File: src/core/tlfm_consts.vh
/*
  Constants of the thermal limit, fault and alert-mask register group.
  Assumes a byte-wide register port from the management bus slave.
*/
`ifndef TLFM_CONSTS_VH
`define TLFM_CONSTS_VH

// ****************************************
// Register offsets
// ****************************************
`define TLFM_ADDR_EXT1_CRIT_LIMIT 8'h19
`define TLFM_ADDR_EXT2_CRIT_LIMIT 8'h1A
`define TLFM_ADDR_EXT_DIODE_FAULT_FLAGS 8'h1B
`define TLFM_ADDR_CHANNEL_ALERT_MASK 8'h1F
`define TLFM_ADDR_INTERNAL_CRIT_LIMIT 8'h20
`define TLFM_ADDR_CRIT_LIMIT_HYSTERESIS 8'h21
`define TLFM_ADDR_CRIT_CONSEC 8'h22
`define TLFM_ADDR_EXT3_CRIT_LIMIT 8'h30
`define TLFM_ADDR_EXT4_CRIT_LIMIT 8'h38

// ****************************************
// Reset values
// ****************************************
`define TLFM_RST_LIMIT 8'h00
`define TLFM_RST_HYST 8'h0A
`define TLFM_RST_MASK 5'h00
`define TLFM_RST_FAULT 4'h0
`define TLFM_RST_CONSEC 3'h0

// ****************************************
// Field positions
// ****************************************
`define TLFM_FLT_LSB 1
`define TLFM_MASK_INT_BIT 0
`define TLFM_CONSEC_LSB 4

`endif

File: src/core/tlfm_regs.v
/*
  Critical limits, shared hysteresis, diode fault flags and alert mask of a temperature monitor.
  Assumes the management bus slave presents byte reads and writes as one-cycle strobes on ref_clk,
  and that the measurement engine gives per-channel results, faults and out-of-limit levels.
*/
// Operation
// Four read/write external critical limits, reset zero.
// Read/write internal critical limit, reset zero.
// Shared hysteresis register, resets to 0x0A.
// Fault flags name channels behind summary fault.
// Reading fault flags returns then clears them.
// Fault bits 4..1 for channels 4..1.
// Masked channel never asserts the alert.
// Mask does not affect critical output.
// Mask bits 4..1 block channels, reset zero.
// Mask bit 0 blocks internal limit alerts.
// Critical holds until below limit minus hysteresis.
// Critical needs one to four consecutive exceedances.
// Limits compare in result format, next conversion.
// Host keeps destructive fault read value.
`timescale 1ns/1ps
`include "tlfm_consts.vh"
module tlfm_regs #(
  parameter CHANNELS = 5
) (
  // Clock and reset
  input wire ref_clk,
  input wire rstn,
  // Register port
  input wire reg_wr,
  input wire reg_rd,
  input wire [7:0] reg_addr,
  input wire [7:0] reg_wdata,
  output reg [7:0] reg_rdata,
  // Measurement engine, index 0 is the internal channel
  input wire [CHANNELS-1:0] meas_valid,
  input wire [8*CHANNELS-1:0] meas_temp,
  input wire [CHANNELS-1:0] out_of_limit,
  input wire [CHANNELS-1:1] diode_fault,
  // Outputs
  output wire summary_fault,
  output reg alert_reg,
  output reg crit_pin_reg,
  output wire [CHANNELS-1:0] crit_state
);

  // ****************************************
  // Registers
  // ****************************************
  reg [7:0] limit_reg [0:CHANNELS-1];
  reg [7:0] hyst_reg;
  reg [4:0] mask_reg;
  reg [3:0] fault_reg;
  reg [3:0] fault_next;
  reg [2:0] consec_reg;
  wire [4:0] alert_src;
  integer i;

  always @(posedge ref_clk) begin
    if (!rstn) begin
      for (i = 0; i < CHANNELS; i = i + 1) begin
        limit_reg[i] <= `TLFM_RST_LIMIT;
      end
      hyst_reg <= `TLFM_RST_HYST;
      mask_reg <= `TLFM_RST_MASK;
      consec_reg <= `TLFM_RST_CONSEC;
    end else if (reg_wr) begin
      if (reg_addr == `TLFM_ADDR_EXT1_CRIT_LIMIT) begin
        limit_reg[1] <= reg_wdata;
      end else if (reg_addr == `TLFM_ADDR_EXT2_CRIT_LIMIT) begin
        limit_reg[2] <= reg_wdata;
      end else if (reg_addr == `TLFM_ADDR_EXT3_CRIT_LIMIT) begin
        limit_reg[3] <= reg_wdata;
      end else if (reg_addr == `TLFM_ADDR_EXT4_CRIT_LIMIT) begin
        limit_reg[4] <= reg_wdata;
      end else if (reg_addr == `TLFM_ADDR_INTERNAL_CRIT_LIMIT) begin
        limit_reg[0] <= reg_wdata;
      end else if (reg_addr == `TLFM_ADDR_CRIT_LIMIT_HYSTERESIS) begin
        hyst_reg <= reg_wdata;
      end else if (reg_addr == `TLFM_ADDR_CHANNEL_ALERT_MASK) begin
        mask_reg <= reg_wdata[4:0];
      end else if (reg_addr == `TLFM_ADDR_CRIT_CONSEC) begin
        consec_reg <= reg_wdata[`TLFM_CONSEC_LSB+2:`TLFM_CONSEC_LSB];
      end
    end
  end

  // ****************************************
  // Fault flags
  // ****************************************
  // A fault reported in the same cycle as the clearing read stays set, so it is not lost.
  always @* begin
    fault_next = fault_reg;
    if (reg_rd && reg_addr == `TLFM_ADDR_EXT_DIODE_FAULT_FLAGS) begin
      fault_next = 4'h0;
    end
    fault_next = fault_next | diode_fault[4:1];
  end

  always @(posedge ref_clk) begin
    if (!rstn) begin
      fault_reg <= `TLFM_RST_FAULT;
    end else begin
      fault_reg <= fault_next;
    end
  end

  assign summary_fault = |fault_reg;

  // ****************************************
  // Read data
  // ****************************************
  always @(posedge ref_clk) begin
    if (!rstn) begin
      reg_rdata <= 8'h00;
    end else if (reg_rd) begin
      if (reg_addr == `TLFM_ADDR_EXT1_CRIT_LIMIT) begin
        reg_rdata <= limit_reg[1];
      end else if (reg_addr == `TLFM_ADDR_EXT2_CRIT_LIMIT) begin
        reg_rdata <= limit_reg[2];
      end else if (reg_addr == `TLFM_ADDR_EXT3_CRIT_LIMIT) begin
        reg_rdata <= limit_reg[3];
      end else if (reg_addr == `TLFM_ADDR_EXT4_CRIT_LIMIT) begin
        reg_rdata <= limit_reg[4];
      end else if (reg_addr == `TLFM_ADDR_INTERNAL_CRIT_LIMIT) begin
        reg_rdata <= limit_reg[0];
      end else if (reg_addr == `TLFM_ADDR_CRIT_LIMIT_HYSTERESIS) begin
        reg_rdata <= hyst_reg;
      end else if (reg_addr == `TLFM_ADDR_CHANNEL_ALERT_MASK) begin
        reg_rdata <= {3'h0, mask_reg};
      end else if (reg_addr == `TLFM_ADDR_CRIT_CONSEC) begin
        reg_rdata <= {1'b0, consec_reg, 4'h0};
      end else if (reg_addr == `TLFM_ADDR_EXT_DIODE_FAULT_FLAGS) begin
        reg_rdata <= {3'h0, fault_reg, 1'b0};
      end else begin
        reg_rdata <= 8'h00;
      end
    end
  end

  // ****************************************
  // Alert and critical outputs
  // ****************************************
  // The internal channel has no diode, so its mask only gates the limit event.
  assign alert_src[0] = out_of_limit[0] & ~mask_reg[`TLFM_MASK_INT_BIT];
  assign alert_src[4:1] = (out_of_limit[4:1] | fault_reg) & ~mask_reg[4:1];

  genvar g;
  generate
    for (g = 0; g < CHANNELS; g = g + 1) begin : g_crit
      tlfm_crit_channel u_crit (
        .ref_clk(ref_clk),
        .rstn(rstn),
        .meas_valid(meas_valid[g]),
        .meas_temp(meas_temp[8*g+7:8*g]),
        .limit(limit_reg[g]),
        .hyst(hyst_reg),
        .consec_code(consec_reg),
        .crit_state_reg(crit_state[g])
      );
    end
  endgenerate

  always @(posedge ref_clk) begin
    if (!rstn) begin
      alert_reg <= 1'b0;
      crit_pin_reg <= 1'b0;
    end else begin
      alert_reg <= |alert_src;
      crit_pin_reg <= |crit_state;
    end
  end

endmodule // tlfm_regs

File: src/core/tlfm_crit_channel.v
/*
  One channel of critical-temperature detection with consecutive count and hysteresis.
  Assumes meas_valid pulses once per finished conversion on this channel.
*/
`timescale 1ns/1ps
module tlfm_crit_channel (
  // Clock and reset
  input wire ref_clk,
  input wire rstn,
  // Measurement
  input wire meas_valid,
  input wire [7:0] meas_temp,
  // Configuration
  input wire [7:0] limit,
  input wire [7:0] hyst,
  input wire [2:0] consec_code,
  // Result
  output reg crit_state_reg
);

  reg [2:0] run_reg;
  reg [2:0] run_next;
  reg [2:0] need;
  wire over;
  wire [8:0] release_level;
  wire below_release;

  // The limit is sampled at each conversion, so writes apply from the next one.
  assign over = meas_temp > limit;
  assign release_level = {1'b0, limit} - {1'b0, hyst};
  // A hysteresis above the limit gives a negative release level that can never be crossed.
  assign below_release = !release_level[8] && ({1'b0, meas_temp} < release_level);

  always @* begin
    case (consec_code)
      3'h1: need = 3'h2;
      3'h3: need = 3'h3;
      3'h7: need = 3'h4;
      default: need = 3'h1;
    endcase
  end

  always @* begin
    run_next = run_reg;
    if (meas_valid) begin
      if (!over) begin
        run_next = 3'h0;
      end else if (run_reg < need) begin
        run_next = run_reg + 3'h1;
      end
    end
  end

  always @(posedge ref_clk) begin
    if (!rstn) begin
      run_reg <= 3'h0;
      crit_state_reg <= 1'b0;
    end else begin
      run_reg <= run_next;
      if (meas_valid) begin
        if (over && run_next >= need) begin
          crit_state_reg <= 1'b1;
        end else if (below_release) begin
          crit_state_reg <= 1'b0;
        end
      end
    end
  end

endmodule // tlfm_crit_channel

File: config.mk
export PLATFORM = sky130hd
export DESIGN_NAME = tlfm_regs
export DESIGN_NICKNAME = d
export VERILOG_FILES = /design/src/core/tlfm_regs.v /design/src/core/tlfm_crit_channel.v
export VERILOG_INCLUDE_DIRS = /design/src /design/src/core
export SDC_FILE = /design/constraint.sdc
export NUM_CORES = 1
export LEC_CHECK = 0
export BUFFER_PORTS_ARGS = -buffer_cell sky130_fd_sc_hd__clkbuf_2
export CAP_MARGIN = 10
export CORE_AREA = 10 10 197 153
export DETAILED_ROUTE_END_ITERATION = 8
export DIE_AREA = 0 0 207 163
export GPL_TIMING_DRIVEN = 0
export PLACE_DENSITY = 0.48
export SETUP_SLACK_MARGIN = 0.02
export SYNTH_ARGS = -nofsm -noshare
export SYNTH_HDL_FRONTEND = slang
export SYNTH_SLANG_ARGS = --single-unit
File: constraint.sdc
create_clock -name ref_clk -period 3.8 [get_ports ref_clk]
set_input_delay 0.76 -clock ref_clk [delete_from_list [all_inputs] [get_ports ref_clk]]
set_output_delay 0.76 -clock ref_clk [all_outputs]
set_load 0.01 [all_outputs]
==> results.tsv <==
stage	metric	value	unit
floorplanning	Rows	52	
sta	Worst-Margin Slew	1197	ps
sta	minimum clock period	3489	ps
final_layout	Area growth, synth to finish	15.64	%
clock_network	hold buffer count at cts	0	
yosys	Synth Register Bits	90	
detailed_routing	DR DRC count	0	
yosys	asr flop ratio synth	0	%
hold_path	Hold EP	reg_rdata[5]$_SDFFE_PN0P_	
yosys	Ys Warns	0	
yosys	post-synthesis cell count	865	
grt	GRT overflow	0	
clock_network	total clock sinks	90	
final_layout	commonest non-fill, non-tap cell in the layout	ha_1	
final_layout	max FFs per register	40	
floorplanning	Die Wd	207	um
worst_setup_path	CP max-delay cell	a211oi_1	
detailed_routing	Routed Antenna Nets	0	
detailed_routing	Avg Vias per Cell	4.945	
floorplanning	die height	163	um
power	internal power	1864	uW
place	Buffers on Ports	85	
detailed_routing	via count	6547	
hold_path	Hold Crit Class	reg2reg	
sta	relative slew slack	19.52	%
worst_setup_path	R2R Path Start	hyst_reg[1]$_SDFFE_PN1P_	
clock_network	htree depth	3	
yosys	Synth area leader	ha_1	
worst_setup_path	endpoint type of the worst setup path	flip-flop	
power	Peak VDD IR	0.2432	mV
yosys	Unique masters post-synth	61	
power	NetSw	834.0	uW
final_layout	most frequent cells in the layout	ha_1, inv_1, clkbuf_2	
clock_network	CTS tree	done	
sta	final-report hold violation count	0	
place	DP Wirelength	20210	um
sta	RSZ-0062 raised after global routing	false	
power	clock share of power	33.9	%
grt	Tot GR Track Use	14.35	%
grt	antenna violations before repair	0	
grt	first-pass GRT wire length	37700	um
worst_setup_path	FF-to-FF setup slack	310	ps
sta	max-slew violation count	0	
power	Gate power share	24.8	%
worst_setup_path	worst-path cell chain	clkinvlp_4 > buf_4 > ha_1 > a21o_1 > a21o_1 > a31oi_1 > nor2b_1 > xor2_1 > ha_1 > a21oi_1 > nor2b_1 > o21ai_0 > o2111ai_1 > a211oi_1 > o32ai_1	
clock_network	clk buf depth	2	
flow_run	total of max-cap violations	0	
floorplanning	Die Area	33740	sq um
outcome	outcome	finished, final reports clean	
yosys	Top FF cell, synth	dfxtp_1	
detailed_routing	DR iter-0 viols	452	
yosys	EDFF count, synth	40	
sta	period utilization	91.81	%
power	Pleak	0.004081	uW
worst_setup_path	worst path required time	4010	ps
clock_network	cts bufs inserted	9	
yosys	synth top area cells	ha_1, edfxtp_1, dfxtp_1	
place	routability cong.	0.8582	
final_layout	final cell count without fillers	1324	
place	placed cells	1301	
final_layout	fillers	2823	
yosys	share of the synthesized area in the top cell type	23.36	%
sta	Finish-stage setup viols	0	
detailed_routing	drt total wl	24650	um
worst_setup_path	Startpoint Class	flip-flop	
hold_path	number of cells on the worst hold path	2	
yosys	Synth Area per Inst	8.978	sq um
grt	largest net degree at the start of global routing	16	
power	P per Cell Area	300.4	nW/um^2
floorplanning	initial core utilization	29.40	%
worst_setup_path	Setup Crit Path Kind	reg2reg	
place	Area after DPL	8631	sq um
sta	Fin Setup TNS	0	ps
worst_setup_path	worst r2r dst	g_crit[3].u_crit.crit_state_reg$_SDFFE_PN0P_	
clock_network	CTS clk-pin slew, worst paths	70	ps
worst_setup_path	Arr. time, crit path	3700	ps
power	Switching Share	30.91	%
floorplanning	I/O pin cnt	90	
detailed_routing	Initial DRT Pass Iterations	5	
yosys	syn nets	1089	
sta	f_max	0.2866	GHz
worst_setup_path	largest stage delay on the critical path	420	ps
yosys	Syn Std Cell Area	7766	sq um
final_layout	layout cells sized above 1	13.87	%
final_layout	design area	8981	sq um
worst_setup_path	Worst Reg2Reg Path Length in Cells	15	
grt	number of global-route vias before repair	6447	
hold_path	Hold Crit Start	reg_rdata[5]$_SDFFE_PN0P_	
final_layout	# diodes	0	
power	Seq pwr share	41.3	%
clock_network	worst-skew pair later-pin latency	350	ps
worst_setup_path	maximum fanout along the worst path	6	
sta	Worst Skew	4.958	ps
detailed_routing	routed len/inst	18.61	um
clock_network	Root Buffer	clkbuf_16	
yosys	sequential area share after synthesis	28.36	%
floorplanning	CORE AREA	26420	sq um
final_layout	fin nets	1192	
-- final cells by class --
class	count	area, sq um	share of cell area, %
Inverter	87	330.3	3.678
Multi-Input combinational cell	665	5124	57.05
Tap cell	351	439.2	4.890
Timing Repair Buffer	92	473.0	5.266
Sequential cell	90	2203	24.53
Clock inverter	5	33.78	0.3761
Buffer	23	113.9	1.268
Clock buffer	11	264.0	2.940
-- cells by family (layout without fill, tap and decap cells) --
group | count (synthesis) | count (layout) | share of synthesized area (%)
AOI/OAI and AO/OA | 215 | 215 | 18.01
xor gates and xnor gates | 34 | 34 | 3.834
adders and majority gates | 150 | 150 | 24.65
buffers and inverters | 110 | 218 | 5.671
DFF | 90 | 90 | 28.36
muxes | 33 | 33 | 4.253
and+or+nand+nor | 233 | 233 | 15.22
-- metrics by stage --
stage	worst slack, ps	hold slack [ps]	util (%)	power [uW]
final	311.3	474.1	34.00	2698
after detailed placement	92.87	470.4	32.67	1803
after global placement	103.6	457.1	32.67	1799
after global routing	100.7	511.9	34.00	2856
after CTS	71.00	483.3	33.80	2717
after floorplan	802.3	444.6	-	1582
-- metal layers --
metal / vias up / wire, um / GRT usage [%] / share of wire [%]
li1: 3332 / - / - / -
met1: 3030 / 13020 / 21.39 / 53
met2: 164 / 10070 / 21.00 / 41
met3: 21 / 1339 / 2.587 / 5.4
met4: 0 / 221 / 2.582 / 0.90
met5: - / 0 / 0 / 0
-- repair_timing --
action / CTS / global route
buffers inserted: 0 / 4
setup endpoints to repair: 0 / 4
gates resized for setup: 0 / 3
-- synthesized netlist by cell type (4+ instances only) --
master and number:
a211oi_1 7, a21boi_0 4, a21o_1 18, a21oi_1 63, a22oi_1 7, a31oi_1 8
a32oi_1 4, and2_1 11, buf_4 6, clkbuf_1 10, dfxtp_1 50, edfxtp_1 40
fa_1 5, ha_1 145, inv_1 87, mux2i_1 33, nand2_1 31, nand2b_1 26
nand3_1 16, nand4_1 6, nor2_1 80, nor2b_1 23, nor3_1 14, o2111ai_1 8
o211ai_1 9, o21a_1 8, o21ai_0 39, o21bai_1 4, o22ai_1 13, or2_2 8
xnor2_1 19, xor2_1 15
-- worst max-delay path by stage --
stage / startpoint / endpoint / cells past startpoint
after floorplan: hyst_reg[0]$_SDFFE_PN0P_ / g_crit[2].u_crit.crit_state_reg$_SDFFE_PN0P_ / 15
after global routing: hyst_reg[1]$_SDFFE_PN1P_ / g_crit[3].u_crit.crit_state_reg$_SDFFE_PN0P_ / 15
after CTS: hyst_reg[1]$_SDFFE_PN1P_ / g_crit[3].u_crit.crit_state_reg$_SDFFE_PN0P_ / 14
after global placement: hyst_reg[1]$_SDFFE_PN1P_ / g_crit[3].u_crit.crit_state_reg$_SDFFE_PN0P_ / 14
final: hyst_reg[1]$_SDFFE_PN1P_ / g_crit[3].u_crit.crit_state_reg$_SDFFE_PN0P_ / 15
after detailed placement: hyst_reg[1]$_SDFFE_PN1P_ / g_crit[3].u_crit.crit_state_reg$_SDFFE_PN0P_ / 14
-- power by group through the flow --
| stage | logic [uW] | registers (uW) | clock network (uW) |
|---|---|---|---|
| floorplan | 470 | 1110 | 0 |
| global placement | 662 | 1140 | 0 |
| detailed placement | 668 | 1140 | 0 |
| CTS | 673 | 1110 | 929 |
| global route | 773 | 1120 | 964 |
| finish | 669 | 1110 | 915 |
-- critical path, delay by kind of cell (launching register included) --
| kind | cells | cell delay [ps] |
|---|---|---|
| compound gates | 8 | 1620 |
| xor+xnor | 1 | 170 |
| fa+ha+maj | 2 | 550 |
| buf+inv | 2 | 390 |
| flops | 1 | 380 |
| simple gates | 2 | 250 |
No activity file was read; power rests on OpenSTA's default activity.
